File: config.mk
export PLATFORM = sky130hd
export DESIGN_NAME = pcdm_meter
export DESIGN_NICKNAME = d
export VERILOG_FILES = /design/src/pcdm_meter.v /design/src/pcdm_skid.v
export VERILOG_INCLUDE_DIRS = /design/src
export SDC_FILE = /design/constraint.sdc
export NUM_CORES = 1
export LEC_CHECK = 0
export BUFFER_PORTS_ARGS = -buffer_cell sky130_fd_sc_hd__buf_2
export CORE_UTILIZATION = 45
export CTS_CLUSTER_SIZE = 25
export DETAILED_ROUTE_END_ITERATION = 10
export PLACE_DENSITY = 0.68
export SLEW_MARGIN = 40
export SYNTH_ARGS = -nofsm -noshare
export SYNTH_HDL_FRONTEND = slang
export SYNTH_SLANG_ARGS = --single-unit
File: constraint.sdc
create_clock -name sys_clk -period 12.95 [get_ports sys_clk]
set_input_delay 1.9425 -clock sys_clk [delete_from_list [all_inputs] [get_ports sys_clk]]
set_output_delay 1.9425 -clock sys_clk [all_outputs]
set_load 0.01 [all_outputs]
File: src/pcdm_map.vh
// constants for the phase current demand meter core
// assumes a 50 MHz system clock and a 60 Hz fixed line frequency
`ifndef PCDM_MAP_VH
`define PCDM_MAP_VH

// ----------------------------------------
// timing
// ----------------------------------------
`define PCDM_CLK_HZ 50000000
`define PCDM_LINE_HZ 60
`define PCDM_SCANS_PER_SEC 4
`define PCDM_SAMPLE_LINE_CYCLES 11
`define PCDM_CALC_LINE_CYCLES 4
`define PCDM_SAMPLES_PER_PHASE 240
`define PCDM_PHASES 3
// clocks per scan: one quarter second
`define PCDM_SCAN_CLKS (`PCDM_CLK_HZ / `PCDM_SCANS_PER_SEC)
// clocks per line cycle, rounded down
`define PCDM_LINE_CLKS (`PCDM_CLK_HZ / `PCDM_LINE_HZ)
// sampling window length in clocks
`define PCDM_SAMPLE_CLKS (`PCDM_LINE_CLKS * `PCDM_SAMPLE_LINE_CYCLES)
// spacing between samples of one phase
`define PCDM_SAMPLE_SPACING (`PCDM_SAMPLE_CLKS / `PCDM_SAMPLES_PER_PHASE)
// spacing between successive multiplexer slots
`define PCDM_SLOT_CLKS (`PCDM_SAMPLE_SPACING / `PCDM_PHASES)
`define PCDM_SCANS_PER_PEAK 4
// margin after the window so the last conversion lands before results latch
`define PCDM_SETTLE_CLKS 16

// ----------------------------------------
// widths and codes
// ----------------------------------------
`define PCDM_ADC_W 10
`define PCDM_ACC_W 18
`define PCDM_VAL_W 16
`define PCDM_TC_W 4
`define PCDM_ADDR_W 4
// full scale for the amplitude channel; 125 percent overrange clamp
`define PCDM_FULL_SCALE 16'h3000
`define PCDM_OVER_SCALE 16'h3C00
// address codes on the second output channel
`define PCDM_SEL_PRESENT 4'hA
`define PCDM_SEL_PEAK 4'hD
`define PCDM_SEL_FWREV 4'h8
// serial word length per output channel
`define PCDM_SER_BITS 16

`endif

File: src/pcdm_meter.v
// measurement core: scan schedule, integration, demand, serial output
// assumes an external ten-bit converter behind a three-way multiplexer
// Behaviour
// - four complete scans run every second, each sampling then computing.
// - each scan is an eleven line cycle sampling window then four line cycles of computation.
// - each phase result integrates 240 equally spaced samples over the sampling window.
// - present phase readings refresh once per scan.
// - peak demand readings refresh every fourth scan.
// - each demand is held in a 16-bit lagged register and a 16-bit peak register.
// - the lagged register follows current through a first-order lag set by the time constant.
// - the peak register keeps the largest lagged value since the last clear.
// - a peak reset clears both lagged and peak registers.
// - power-up zeroes the lagged register but leaves the peak register alone.
// - one ten-bit converter is shared by the phases through a multiplexer.
// - output values go out serially on two isolated channels.
// - channel one carries amplitude, channel two the address code.
// - amplitude spans zero to full scale and may reach 125 percent for overrange.
// - the firmware revision setting presents the revision level.
`include "pcdm_map.vh"
`timescale 1ns/1ps
module pcdm_meter
#(
  parameter SCAN_CLKS = `PCDM_SCAN_CLKS,
  parameter SAMPLE_CLKS = `PCDM_SAMPLE_CLKS,
  parameter SLOT_CLKS = `PCDM_SLOT_CLKS,
  parameter [7:0] FW_REV = 8'h01
)
(
  input wire sys_clk,
  input wire rst_b,
  input wire powerOn,
  input wire peakReset,
  input wire [3:0] timeConst,
  input wire [3:0] displaySel,
  input wire [9:0] adcData,
  input wire adcValid,
  output reg adcStart,
  output reg [1:0] muxSel,
  output reg serClk,
  output reg serAmp,
  output reg serAddr,
  output reg serLatch,
  output reg scanActive,
  output reg [1:0] presentSlot
);
  // peak values survive power cycles; a separate power-on marker
  // clears only the lagged registers

  // ----------------------------------------
  // scan schedule
  // ----------------------------------------
  localparam ST_SAMPLE = 2'h0;
  localparam ST_CALC = 2'h1;
  localparam ST_EMIT = 2'h2;
  localparam ST_IDLE = 2'h3;

  reg [1:0] state_reg;
  reg [24:0] scanCnt_reg;
  reg [19:0] slotCnt_reg;
  reg [1:0] phase_reg;
  reg [7:0] sampleCnt_reg;
  reg [1:0] scanNum_reg;
  reg pend_reg;
  reg [1:0] emitIdx_reg;
  reg emitPeak_reg;
  wire fifoInReady;

  wire scanEnd = (scanCnt_reg == SCAN_CLKS - 1);
  wire slotTick = (slotCnt_reg == SLOT_CLKS - 1);
  wire sampling = (state_reg == ST_SAMPLE);

  always @(posedge sys_clk or negedge rst_b)
  begin
    if (!rst_b)
      scanCnt_reg <= 25'h0;
    else if (scanEnd)
      scanCnt_reg <= 25'h0;
    else
      scanCnt_reg <= scanCnt_reg + 25'h1;
  end

  always @(posedge sys_clk or negedge rst_b)
  begin
    if (!rst_b)
    begin
      slotCnt_reg <= 20'h0;
      phase_reg <= 2'h0;
      sampleCnt_reg <= 8'h0;
      adcStart <= 1'b0;
      muxSel <= 2'h0;
    end
    else
    begin
      adcStart <= 1'b0;
      if (scanEnd)
      begin
        slotCnt_reg <= 20'h0;
        phase_reg <= 2'h0;
        sampleCnt_reg <= 8'h0;
      end
      else if (sampling && sampleCnt_reg != `PCDM_SAMPLES_PER_PHASE)
      begin
        if (slotTick)
        begin
          slotCnt_reg <= 20'h0;
          muxSel <= phase_reg;
          adcStart <= 1'b1;
          if (phase_reg == 2'h2)
          begin
            phase_reg <= 2'h0;
            sampleCnt_reg <= sampleCnt_reg + 8'h1;
          end
          else
            phase_reg <= phase_reg + 2'h1;
        end
        else
          slotCnt_reg <= slotCnt_reg + 20'h1;
      end
    end
  end

  // ----------------------------------------
  // per-phase integration and demand
  // ----------------------------------------
  reg [1:0] capPhase_reg;
  reg calcPulse_reg;
  reg peakPulse_reg;
  reg [15:0] presVal [0:2];
  reg [15:0] lagVal [0:2];
  reg [15:0] peakVal [0:2];
  reg [15:0] peakOut [0:2];

  always @(posedge sys_clk or negedge rst_b)
  begin
    if (!rst_b)
      capPhase_reg <= 2'h0;
    else if (adcStart)
      capPhase_reg <= muxSel;
  end

  genvar g;
  generate
    for (g = 0; g < 3; g = g + 1)
    begin : phase
      reg [17:0] acc_reg;
      wire [17:0] scaled = acc_reg; // sum of 240 ten-bit codes fits 18 bits
      wire [15:0] present = (scaled[17:2] > `PCDM_OVER_SCALE) ? `PCDM_OVER_SCALE
                            : scaled[17:2];
      wire signed [17:0] diff = $signed({2'b00, presVal[g]}) - $signed({2'b00, lagVal[g]});
      wire signed [17:0] step = diff >>> timeConst;
      wire [15:0] lagNext = lagVal[g] + step[15:0];

      always @(posedge sys_clk or negedge rst_b)
      begin
        if (!rst_b)
          acc_reg <= 18'h0;
        else if (scanEnd)
          acc_reg <= 18'h0;
        else if (adcValid && capPhase_reg == g)
          acc_reg <= acc_reg + {8'h0, adcData};
      end

      always @(posedge sys_clk or negedge rst_b)
      begin
        if (!rst_b)
        begin
          presVal[g] <= 16'h0;
          lagVal[g] <= 16'h0;
          peakOut[g] <= 16'h0;
        end
        else
        begin
          if (calcPulse_reg)
            presVal[g] <= present;
          if (peakReset || powerOn)
            lagVal[g] <= 16'h0;
          else if (peakPulse_reg)
            lagVal[g] <= lagNext;
          if (peakPulse_reg)
            peakOut[g] <= peakVal[g];
        end
      end

      // peak storage has no async clear: it stands for the retained memory
      always @(posedge sys_clk)
      begin
        if (peakReset)
          peakVal[g] <= 16'h0;
        else if (lagVal[g] > peakVal[g])
          peakVal[g] <= lagVal[g];
      end
    end
  endgenerate

  // ----------------------------------------
  // state machine
  // ----------------------------------------
  always @(posedge sys_clk or negedge rst_b)
  begin
    if (!rst_b)
    begin
      state_reg <= ST_SAMPLE;
      calcPulse_reg <= 1'b0;
      peakPulse_reg <= 1'b0;
      scanNum_reg <= 2'h0;
      pend_reg <= 1'b0;
      emitIdx_reg <= 2'h0;
      emitPeak_reg <= 1'b0;
      scanActive <= 1'b0;
    end
    else
    begin
      calcPulse_reg <= 1'b0;
      peakPulse_reg <= 1'b0;
      scanActive <= sampling;
      case (state_reg)
        ST_SAMPLE:
        begin
          if (scanCnt_reg == SAMPLE_CLKS - 1)
            state_reg <= ST_CALC;
        end
        ST_CALC:
        begin
          // the last start of the window is still converting here
          if (scanCnt_reg == SAMPLE_CLKS + `PCDM_SETTLE_CLKS - 1)
            calcPulse_reg <= 1'b1;
          if (scanCnt_reg == SAMPLE_CLKS + `PCDM_SETTLE_CLKS)
          begin
            if (scanNum_reg == `PCDM_SCANS_PER_PEAK - 1)
              peakPulse_reg <= 1'b1;
            scanNum_reg <= scanNum_reg + 2'h1;
            emitIdx_reg <= 2'h0;
            emitPeak_reg <= 1'b0;
            state_reg <= ST_EMIT;
          end
        end
        ST_EMIT:
        begin
          if (pend_reg)
            pend_reg <= 1'b0;
          else if (fifoInReady)
          begin
            pend_reg <= 1'b1;
            if (emitIdx_reg == 2'h2)
            begin
              emitIdx_reg <= 2'h0;
              if (emitPeak_reg)
                state_reg <= ST_IDLE;
              else
                emitPeak_reg <= 1'b1;
            end
            else
              emitIdx_reg <= emitIdx_reg + 2'h1;
          end
        end
        ST_IDLE:
        begin
          if (scanEnd)
            state_reg <= ST_SAMPLE;
        end
        default:
          state_reg <= ST_SAMPLE;
      endcase
      if (scanEnd)
        state_reg <= ST_SAMPLE;
    end
  end

  // ----------------------------------------
  // output words: amplitude plus address
  // ----------------------------------------
  reg [19:0] word;
  wire [19:0] fifoOut;
  wire fifoOutValid;
  reg fifoOutReady;
  wire emitValid = (state_reg == ST_EMIT) && !pend_reg;

  always @*
  begin
    word = 20'h0;
    if (displaySel == `PCDM_SEL_FWREV)
      word = {`PCDM_SEL_FWREV, 8'h00, FW_REV};
    else if (emitPeak_reg)
      word = {`PCDM_SEL_PEAK + {2'b00, emitIdx_reg}, peakOut[emitIdx_reg]};
    else
      word = {`PCDM_SEL_PRESENT + {2'b00, emitIdx_reg}, presVal[emitIdx_reg]};
  end

  pcdm_skid u_skid
  (
    .sys_clk(sys_clk),
    .rst_b(rst_b),
    .inData(word),
    .inValid(emitValid),
    .inReady(fifoInReady),
    .outData(fifoOut),
    .outValid(fifoOutValid),
    .outReady(fifoOutReady)
  );

  // ----------------------------------------
  // serialiser for the two isolated channels
  // ----------------------------------------
  reg [15:0] ampSh_reg;
  reg [15:0] addrSh_reg;
  reg [4:0] bitCnt_reg;
  reg busy_reg;

  always @*
  begin
    fifoOutReady = !busy_reg;
  end

  always @(posedge sys_clk or negedge rst_b)
  begin
    if (!rst_b)
    begin
      ampSh_reg <= 16'h0;
      addrSh_reg <= 16'h0;
      bitCnt_reg <= 5'h0;
      busy_reg <= 1'b0;
      serClk <= 1'b0;
      serAmp <= 1'b0;
      serAddr <= 1'b0;
      serLatch <= 1'b0;
      presentSlot <= 2'h0;
    end
    else
    begin
      serLatch <= 1'b0;
      if (!busy_reg)
      begin
        serClk <= 1'b0;
        if (fifoOutValid)
        begin
          ampSh_reg <= fifoOut[15:0];
          addrSh_reg <= {12'h000, fifoOut[19:16]};
          presentSlot <= fifoOut[17:16];
          bitCnt_reg <= 5'h0;
          busy_reg <= 1'b1;
        end
      end
      else if (!serClk)
      begin
        serAmp <= ampSh_reg[15];
        serAddr <= addrSh_reg[15];
        serClk <= 1'b1;
      end
      else
      begin
        serClk <= 1'b0;
        ampSh_reg <= {ampSh_reg[14:0], 1'b0};
        addrSh_reg <= {addrSh_reg[14:0], 1'b0};
        if (bitCnt_reg == `PCDM_SER_BITS - 1)
        begin
          busy_reg <= 1'b0;
          serLatch <= 1'b1;
        end
        bitCnt_reg <= bitCnt_reg + 5'h1;
      end
    end
  end
endmodule // pcdm_meter

File: src/pcdm_skid.v
// two-entry buffer between the scan logic and the serial output stage
// assumes producer and consumer on the same clock
`timescale 1ns/1ps
module pcdm_skid
(
  input wire sys_clk,
  input wire rst_b,
  input wire [19:0] inData,
  input wire inValid,
  output wire inReady,
  output wire [19:0] outData,
  output wire outValid,
  input wire outReady
);
  reg [19:0] mem [0:1];
  reg wrPtr_reg;
  reg rdPtr_reg;
  reg [1:0] count_reg;
  wire doWrite;
  wire doRead;

  assign inReady = (count_reg != 2'h2);
  assign outValid = (count_reg != 2'h0);
  assign outData = mem[rdPtr_reg];
  assign doWrite = inValid && inReady;
  assign doRead = outValid && outReady;

  always @(posedge sys_clk)
  begin
    if (doWrite)
      mem[wrPtr_reg] <= inData;
  end

  always @(posedge sys_clk or negedge rst_b)
  begin
    if (!rst_b)
    begin
      wrPtr_reg <= 1'b0;
      rdPtr_reg <= 1'b0;
      count_reg <= 2'h0;
    end
    else
    begin
      if (doWrite)
        wrPtr_reg <= ~wrPtr_reg;
      if (doRead)
        rdPtr_reg <= ~rdPtr_reg;
      if (doWrite && !doRead)
        count_reg <= count_reg + 2'h1;
      else if (doRead && !doWrite)
        count_reg <= count_reg - 2'h1;
    end
  end
endmodule // pcdm_skid

# Word level (Yosys, flattened, before mapping)
# Memories as Yosys holds them, arrays and structs flattened.
# Index checks and enable logic that the tools add are counted.
# op_classes
add_sub_neg,20
magnitude_cmp,7
n_eq_ne,29
shift,3
n_mux,99
n_bitwise,9
reduce_logical,37
# ops
op,n
two-way mux 16 bit,22
two-way mux 18 bit,6
"== test 25 x 24 -> 1 bit, second input constant",4
two-way mux 20 bit,5
binary-select mux 16 bit (select 2 bit),2
adder 18 x 10 -> 18 bit,3
>>> shifter 17 x 4 -> 16 bit,3
subtractor 16 x 16 -> 17 bit,3
adder 16 bit,3
"greater-than comparator 16 x 14 -> 1 bit, second input constant",3
greater-than comparator 16 bit,3
two-way mux 1 bit,36
two-way mux 2 bit,17
two-way mux 8 bit,4
"adder 25 x 1 -> 25 bit, second input constant",1
two-way mux 25 bit,1
nonzero test 2 bit,11
"adder 20 x 1 -> 20 bit, second input constant",1
"== test 20 x 14 -> 1 bit, second input constant",1
two-way mux 5 bit,3
"== test 2 bit, second input constant",6
"inequality test 2 bit, second input constant",6
"inequality test 3 bit, second input constant",4
AND reduction 2 bit,5
other kinds (27),51
# totals
regBits,317
ram_bits,88
inputBits,23
out_inout_bits,10
word_cells,245
mem_count,2
# memory_table
memory,words,width,rd,rd_ports_with_merged_regs,write_ports,line,rtl
peakVal,3,16,3,0,3,pcdm_meter.v:130,reg [15:0] peakVal [0:2];
u_skid.mem,2,20,1,0,1,pcdm_skid.v:15,reg [19:0] mem [0:1];

# Logic depth before layout (Yosys ltp)
# Gate-level depths: netlist (run 1).
# depth
depth_word,7
mapped_depth,24
ltp_nobuf,24

# By module
# From an unflattened synthesis (run 1), not the netlist that was laid out.
# hier_totals
hier_cells,2810
area_unflattened_um2,26633.0
# modules_own_cells
mod,instances,cells_each,area_each_um2,seq_area_each_um2
pcdm_meter,1,2730,24967.7,9273.9
pcdm_skid,1,80,1665.3,1301.2

# Worst setup path before layout (run 1)
# OpenSTA, ideal clock, no wires.
# synth_path
path_type,input port to flip-flop
startpoint,in timeConst[0]
endpoint,reg lagVal[31] (netlist name)
setup_ns,0.147
arrival_time_ns,6.024
required_ns,12.803
path_slack_ns,6.779
cell_stages,19
path_buffers,4
path_cell_list,clkbuf_1 -> inv_1 -> buf_2 -> buf_1 -> clkbuf_1 -> nor2_1 -> o311ai_0 -> o21ai_0 -> mux2_2 -> ha_1 -> a211oi_1 -> o21ai_0 -> a221oi_1 -> a21oi_1 -> a41o_1 -> o41a_1 -> nand4_1 -> mux2_2 -> o311ai_0
# synth_between
elab_chain_len,4
# synth_lines
element,line,rtl
from (decl),pcdm_meter.v:33,"input wire [3:0] timeConst,"
>>> shifter 17 x 4 -> 16 bit,pcdm_meter.v:150,wire signed [17:0] step = diff >>> timeConst;
adder 16 bit,pcdm_meter.v:151,wire [15:0] lagNext = lagVal[g] + step[15:0];
two-way mux 16 bit,pcdm_meter.v:177,else if (peakPulse_reg)
two-way mux 16 bit,pcdm_meter.v:175,if (peakReset || powerOn)
"to (signal, indexed assignment)",pcdm_meter.v:178,lagVal[g] <= lagNext;
to (decl),pcdm_meter.v:129,reg [15:0] lagVal [0:2];
# Every way passes these cells. The select of a mux whose other input is x is not followed.
# A chain may end at the register's enable or synchronous reset.

# Worst setup path after layout (run 1)
# layout_path
startpoint,reg lagVal[17] (netlist name)
endpoint,reg lagVal[30] (netlist name)
# layout_between
elab_chain_len,5
# layout_lines
element,line,rtl
subtractor 16 x 16 -> 17 bit,pcdm_meter.v:149,"wire signed [17:0] diff = $signed({2'b00, presVal[g]}) - $signed({2'b00, lagVal[g]});"
>>> shifter 17 x 4 -> 16 bit,pcdm_meter.v:150,
adder 16 bit *,pcdm_meter.v:151,
two-way mux 16 bit *,pcdm_meter.v:177,
two-way mux 16 bit *,pcdm_meter.v:175,
# Every way passes the cells marked *; elsewhere a longest branch is shown, timed or not. The select of a mux whose other input is x is not followed.

==> results of run 1 <==
-- logic make-up after synthesis --
group / share of synthesized area (%)
and+or+nand+nor: 15.8
AOI/OAI and AO/OA: 17.5
DFF: 39.3
buffers and inverters: 4.35
adders and majority gates: 10.1
muxes: 9.03
xor gates and xnor gates: 4.04
-- critical path: stages (launching register included) --
cell	delay [ps]
sky130_fd_sc_hd__dfrtp_1	530
sky130_fd_sc_hd__inv_1	210
sky130_fd_sc_hd__ha_1	310
sky130_fd_sc_hd__nand2b_1	90
sky130_fd_sc_hd__a21oi_1	110
sky130_fd_sc_hd__o41a_1	430
sky130_fd_sc_hd__o22ai_1	370
sky130_fd_sc_hd__o21ai_0	230
sky130_fd_sc_hd__a211oi_1	570
sky130_fd_sc_hd__or2_2	240
sky130_fd_sc_hd__o21ai_0	110
sky130_fd_sc_hd__mux4_2	530
sky130_fd_sc_hd__ha_1	330
sky130_fd_sc_hd__a21oi_1	230
sky130_fd_sc_hd__a21oi_1	140
sky130_fd_sc_hd__o21a_1	220
sky130_fd_sc_hd__o21ai_0	240
sky130_fd_sc_hd__a21oi_1	140
sky130_fd_sc_hd__o31a_1	340
sky130_fd_sc_hd__o31ai_1	300
sky130_fd_sc_hd__mux2i_1	250
sky130_fd_sc_hd__o311ai_0	140
-- cells in the mapped netlist (13+ instances only) --
library cell / n
sky130_fd_sc_hd__dfrtp_1: 317
sky130_fd_sc_hd__nor2_1: 258
sky130_fd_sc_hd__nand2_1: 255
sky130_fd_sc_hd__ha_1: 202
sky130_fd_sc_hd__inv_1: 187
sky130_fd_sc_hd__a21oi_1: 181
sky130_fd_sc_hd__o21ai_0: 176
sky130_fd_sc_hd__clkbuf_1: 100
sky130_fd_sc_hd__mux2i_1: 92
sky130_fd_sc_hd__edfxtp_1: 88
sky130_fd_sc_hd__xnor2_1: 76
sky130_fd_sc_hd__mux2_2: 74
sky130_fd_sc_hd__nand3_1: 72
sky130_fd_sc_hd__nor3_1: 62
sky130_fd_sc_hd__a21o_1: 48
sky130_fd_sc_hd__xor2_1: 48
sky130_fd_sc_hd__and2_1: 47
sky130_fd_sc_hd__o21a_1: 46
sky130_fd_sc_hd__o211ai_1: 32
sky130_fd_sc_hd__mux4_2: 30
sky130_fd_sc_hd__nor2b_1: 30
sky130_fd_sc_hd__and3_1: 26
sky130_fd_sc_hd__nand4_1: 26
sky130_fd_sc_hd__nand2b_1: 23
sky130_fd_sc_hd__a31oi_1: 22
sky130_fd_sc_hd__or3_1: 22
sky130_fd_sc_hd__a211oi_1: 20
sky130_fd_sc_hd__a22o_1: 18
sky130_fd_sc_hd__buf_1: 18
sky130_fd_sc_hd__a22oi_1: 16
sky130_fd_sc_hd__o31ai_1: 15
sky130_fd_sc_hd__nor4_1: 13
sky130_fd_sc_hd__o22a_1: 13
-- per-stage QoR --
| step | cells | power, uW | instance area, um^2 | setup slack, ps |
|---|---|---|---|---|
| after floorplan | 2852 | 1570 | 26900 | 6780 |
| after detailed placement | 3566 | 1660 | 27900 | 6360 |
| after CTS | 3654 | 3060 | 29500 | 6880 |
| after global routing | 3654 | 3150 | 29500 | 6430 |
| final | 3655 | 3040 | 29600 | 6720 |
| after global placement | 3564 | 1650 | 27800 | 6230 |
-- routing by layer --
metal / up-vias / GRT usage, %
met5: - / 0
met4: 0 / 9.02
met3: 144 / 3.40
met2: 621 / 40.4
met1: 10689 / 32.4
li1: 10266 / -
-- where the power goes --
| part | switching [uW] | internal (uW) | leakage (uW) |
|---|---|---|---|
| logic | 161 | 105 | 0.00713 |
| clock network | 558 | 839 | 0.000801 |
| registers | 40.8 | 1330 | 0.00510 |
-- area by class of cell --
cell class / count / share of cell area, %
diodes: 1 / 0.00847
flip-flops and latches: 405 / 35.8
clock inverters: 21 / 0.991
multi-input cells: 2136 / 51.4
well taps: 773 / 3.27
inverters: 191 / 2.43
repair buffers: 61 / 1.43
clock buffers: 67 / 4.61
-- path summary, 6_finish.rpt --
| kind | cells past startpoint | end | startpoint | slack [ps] |
|---|---|---|---|---|
| setup / recovery | 21 | lagVal[30] | lagVal[17] | 6720 |
| hold / removal | 2 | presentSlot[1] | presentSlot[1] | 480 |
| setup reg to reg | 21 | lagVal[30] | lagVal[17] | 6720 |
| hold reg to reg | 2 | presentSlot[1] | presentSlot[1] | 480 |
| max in group asynchronous | 3 | lagVal[15] | rst_b | 10160 |
| min in group asynchronous | 1 | addrSh_reg[13] | rst_b | 1360 |
==> results.json, run 1 <==
{
  "m1WireLength_um": 32600,
  "register_area_um2": 10600,
  "detail_route.drc_violations": 0,
  "syn_area_um2": 26900,
  "start_util_pct": 45.6,
  "tns_ps": 0,
  "first_iter_violations": 1336,
  "largest_reg_flops": 54,
  "timing.critical_path.from_type": "register",
  "filler_cell_count": 5387,
  "hold_slack_ps": 477,
  "crit_path_max_fanout": 5,
  "synth_area_leaders": "sky130_fd_sc_hd__dfrtp_1, sky130_fd_sc_hd__edfxtp_1, sky130_fd_sc_hd__ha_1",
  "max-clock-path-buffers": 3,
  "vdd_ir_drop_max_mv": 0.0943,
  "max_clock_freq_mhz": 161,
  "coreArea_um2": 59000,
  "worst_ep_arrival_time_ps": 6650,
  "route.final.wire_length_um": 74700,
  "fp.dieH_um": 247,
  "static-leakage-power_uw": 0.0130,
  "avgViaCountPerCell": 5.94,
  "power.density_cell_area_nw_per_um2": 103,
  "final-max-slew-violation-count": 0,
  "pin_count": 33,
  "synthDominantCellAreaShare_pct": 29.5,
  "synth_flop_cell": "sky130_fd_sc_hd__dfrtp_1",
  "critPathKind": "register to register",
  "fin_skew_ps": 28.1,
  "route.met3.wl_um": 3800,
  "cts_made_buffers": 47,
  "path_clk_slew_ps": 60,
  "post-cts-setup-buffers": 0,
  "required_ps": 13380,
  "period_minus_slack_ps": 6230,
  "syn-instance-count": 2852,
  "slew_headroom_pct": 45.8,
  "warnings_from_yosys": 0,
  "grt_antenna_before_repair": 2,
  "worstSkewPairLatency_ps": 590,
  "async_reset_ff_share_pct": 78.3,
  "mostFrequentLayoutCell": "sky130_fd_sc_hd__dfrtp_1",
  "drive_above_1_share_pct": 10.1,
  "fin_crit_sh_pct": 48.1,
  "clockRootBuffer": "sky130_fd_sc_hd__clkbuf_16",
  "synth_enable_flop_cells": 88,
  "hpwl_after_detailed_placement_um": 55200,
  "core.rowCount": 89,
  "critPathCaptureType": "register",
  "synth-seq-cells": 405,
  "grt_setup_unrepaired": "no",
  "dr_wl_met2_um": 35800,
  "route.top_layer_used": "met4",
  "outcome": "finished, final reports clean",
  "routed_wire_per_std_cell_um": 20.4,
  "hold_viol_final": 0,
  "setup-violations-final": 0,
  "finalWeightedCongestion": 0.968,
  "numClockSinks": 405,
  "routed-via-count": 21720,
  "slew_worst_pin_ps": 813,
  "cts_htree_levels": 2,
  "overflow": 0,
  "grt_pass1_vias": 20895,
  "firstDrtPassIters": 5,
  "final_core_utilization_pct": 50.1,
  "cts_resized": 0,
  "quantity_of_i_o_buffers_inserted_on_ports": 32,
  "wire_length_of_the_first_global_routing_pass_um": 117000,
  "grt_use_total_pct": 24.4,
  "antenna_left": 0,
  "syn_area_per_cell_um2": 9.44,
  "cts_tree": "yes",
  "layout.nets": 3076,
  "synthDominantAreaCellType": "sky130_fd_sc_hd__dfrtp_1",
  "area_delta_synth_final_pct": 9.79,
  "cap_violations": 0,
  "hold_path_class": "register to register",
  "postSynthNetCount": 3086,
  "die_area_um2": 60800,
  "multi_input_area_um2": 15200,
  "synth-seq-area-share_pct": 39.3,
  "die-width_um": 247,
  "synthDistinctLibCells": 91,
  "maximum_number_of_pins_on_one_net_before_global_route_repair": 92,
  "cts_hold_repair.buffers": 0,
  "commonest_cells_after_routing_fill_and_taps_aside": "sky130_fd_sc_hd__dfrtp_1, sky130_fd_sc_hd__nor2_1, sky130_fd_sc_hd__nand2_1"
}
Power figures use the tool's default switching activity.
==> run 2: changes to the inputs <==
Clock period 12.95 ns to 6 ns, I/O delays scaled along.
==> results.json, run 2 (synthesis results as in run 1) <==
{
  "max-clock-path-buffers": 3,
  "crit_path_max_fanout": 5,
  "slew_worst_pin_ps": 834,
  "grt_pass1_vias": 21194,
  "worst_ep_arrival_time_ps": 6020,
  "layout.nets": 3103,
  "cts_tree": "yes",
  "clockRootBuffer": "sky130_fd_sc_hd__clkbuf_16",
  "power.density_cell_area_nw_per_um2": 220,
  "path_clk_slew_ps": 60,
  "internal-power_uw": 4930,
  "fin_ws_ps": 397,
  "period_minus_slack_ps": 5600,
  "setup-violations-final": 0,
  "largest_reg_flops": 54,
  "wire_length_of_the_first_global_routing_pass_um": 117000,
  "fin_crit_sh_pct": 93.4,
  "cap_violations": 0,
  "p_sw_uw": 1600,
  "final_cell_count_no_fill": 3677,
  "die_area_um2": 60800,
  "critPathKind": "register to register",
  "pin_count": 33,
  "overflow": 0,
  "routed_wire_per_std_cell_um": 19.9,
  "power.sequential.fraction_pct": 45.4,
  "area_delta_synth_final_pct": 10.5,
  "outcome": "finished, final reports clean",
  "antenna_left": 0,
  "placed_cells_incl_taps": 3594,
  "grt_setup_unrepaired": "no",
  "maximum_number_of_pins_on_one_net_before_global_route_repair": 126,
  "required_ps": 6420,
  "dp_slack_ps": 369,
  "cts_htree_levels": 2,
  "commonest_cells_after_routing_fill_and_taps_aside": "sky130_fd_sc_hd__dfrtp_1, sky130_fd_sc_hd__nor2_1, sky130_fd_sc_hd__nand2_1",
  "worstSkewPairLatency_ps": 580,
  "drive_above_1_share_pct": 11.1,
  "clock_power_share_pct": 45.7,
  "route.final.wire_length_um": 73200,
  "timing.critical_path.from_type": "register",
  "grt_antenna_before_repair": 0,
  "static-leakage-power_uw": 0.0131,
  "fin_skew_ps": 27.1,
  "max_clock_freq_mhz": 178,
  "routed-via-count": 21774,
  "avgViaCountPerCell": 5.92,
  "numClockSinks": 405,
  "critPathCaptureType": "register",
  "swShare_pct": 24.6,
  "cts_hold_repair.buffers": 0,
  "firstDrtPassIters": 5,
  "finalWeightedCongestion": 0.949,
  "tns_ps": 0,
  "coreArea_um2": 59000,
  "hpwl_after_detailed_placement_um": 54400,
  "start_util_pct": 45.6,
  "placement.cell_area_um2": 28100,
  "slew_headroom_pct": 42.9,
  "relative_contribution_of_combinational_cells_to_total_power_pct": 8.9,
  "grt_use_total_pct": 24.3,
  "vdd_ir_drop_max_mv": 0.207,
  "hold_viol_final": 0,
  "die-width_um": 247,
  "fp.dieH_um": 247,
  "antenna-diode-count": 0,
  "core.rowCount": 89,
  "first_iter_violations": 1714,
  "design_area_um2": 29700,
  "final-max-slew-violation-count": 0,
  "mostFrequentLayoutCell": "sky130_fd_sc_hd__dfrtp_1",
  "hold_path_class": "primary input to async pin",
  "cts_made_buffers": 44,
  "quantity_of_i_o_buffers_inserted_on_ports": 32,
  "detail_route.drc_violations": 0
}
-- run 2: cell count changes in the layout (fill, tap and decap cells not counted), moves of 2 or more --
cell | before | now
sky130_fd_sc_hd__clkinvlp_4 | 3 | 6
sky130_fd_sc_hd__clkbuf_16 | 48 | 46
sky130_fd_sc_hd__clkbuf_1 | 10 | 4
sky130_fd_sc_hd__clkinv_2 | 6 | 10
sky130_fd_sc_hd__clkinv_1 | 3 | 5
sky130_fd_sc_hd__clkinv_4 | 5 | 0
sky130_fd_sc_hd__buf_4 | 25 | 53
sky130_fd_sc_hd__bufinv_16 | 5 | 9
sky130_fd_sc_hd__clkbuf_8 | 9 | 2
-- run 2: worst max-delay path, stage by stage, from the launching register on --
cell                       delay (ps)
sky130_fd_sc_hd__dfrtp_1          350
sky130_fd_sc_hd__inv_1             80
sky130_fd_sc_hd__ha_1             210
sky130_fd_sc_hd__fa_1             400
sky130_fd_sc_hd__nand2b_1         190
sky130_fd_sc_hd__a21oi_1          290
sky130_fd_sc_hd__o21ai_2          130
sky130_fd_sc_hd__o21ai_2          300
sky130_fd_sc_hd__a31oi_1          140
sky130_fd_sc_hd__xor2_1           190
sky130_fd_sc_hd__mux4_2           530
sky130_fd_sc_hd__o21a_1           200
sky130_fd_sc_hd__o21ai_0          240
sky130_fd_sc_hd__ha_1             240
sky130_fd_sc_hd__inv_1             60
sky130_fd_sc_hd__fa_1             410
sky130_fd_sc_hd__nand3b_1         210
sky130_fd_sc_hd__a21oi_1          220
sky130_fd_sc_hd__o21a_1           180
sky130_fd_sc_hd__o21ai_0          100
sky130_fd_sc_hd__a21oi_1          200
sky130_fd_sc_hd__o31a_1           190
sky130_fd_sc_hd__o31ai_1           90
sky130_fd_sc_hd__mux2i_1          150
sky130_fd_sc_hd__o311ai_0         140
-- run 2: final cells by class --
type                    count  area, um^2
clock buffers              52        1190
clock inverters            29         398
fillers                  5376       29300
inverters                 191         717
multi-input cells        2136       15200
flip-flops and latches    405       10600
well taps                 773         967
repair buffers             91         657
-- run 2: metal layers --
layer  wire [um]  GRT usage (%)  vias up
met4        2580           8.57        0
met2       33800           39.4      628
met3        4230           2.94      135
li1            -              -    10308
met5           0              0        -
met1       32600           33.4    10703
-- run 2: final timing paths --
kind                                        endpoint  depth (start not counted)  slack (ps)            from
min in group sys_clk                  presentSlot[0]                          1         480  presentSlot[0]
worst min register to register        presentSlot[0]                          1         480  presentSlot[0]
worst max-delay path                      lagVal[46]                         24         400     presVal[32]
worst max register to register            lagVal[46]                         24         400     presVal[32]
worst min-delay path                  addrSh_reg[12]                          1         180           rst_b
max in group asynchronous       phase[2].acc_reg[16]                          2        4860           rst_b
-- run 2: timing repair --
item	4_1_cts	5_1_grt
buffers inserted	0	1
gates resized for setup	0	4
hold endpoints to repair	0	0
setup endpoints to repair	0	3
-- run 2: power groups by stage --
stage / Sequential [uW] / Combinational, uW / Clock, uW
after floorplan: 2980 / 415 / 0
after global placement: 3010 / 558 / 0
after detailed placement: 3020 / 575 / 0
after CTS: 2960 / 579 / 3040
after global routing: 2970 / 656 / 3150
final: 2960 / 583 / 2980
-- run 2: through the flow --
step,hold WS (ps),util (%),power (uW)
floorplan,444,-,3400
global placement,461,47.5,3570
detailed placement,467,47.6,3590
CTS,369,50.3,6590
global route,169,50.4,6780
finish,183,50.4,6530
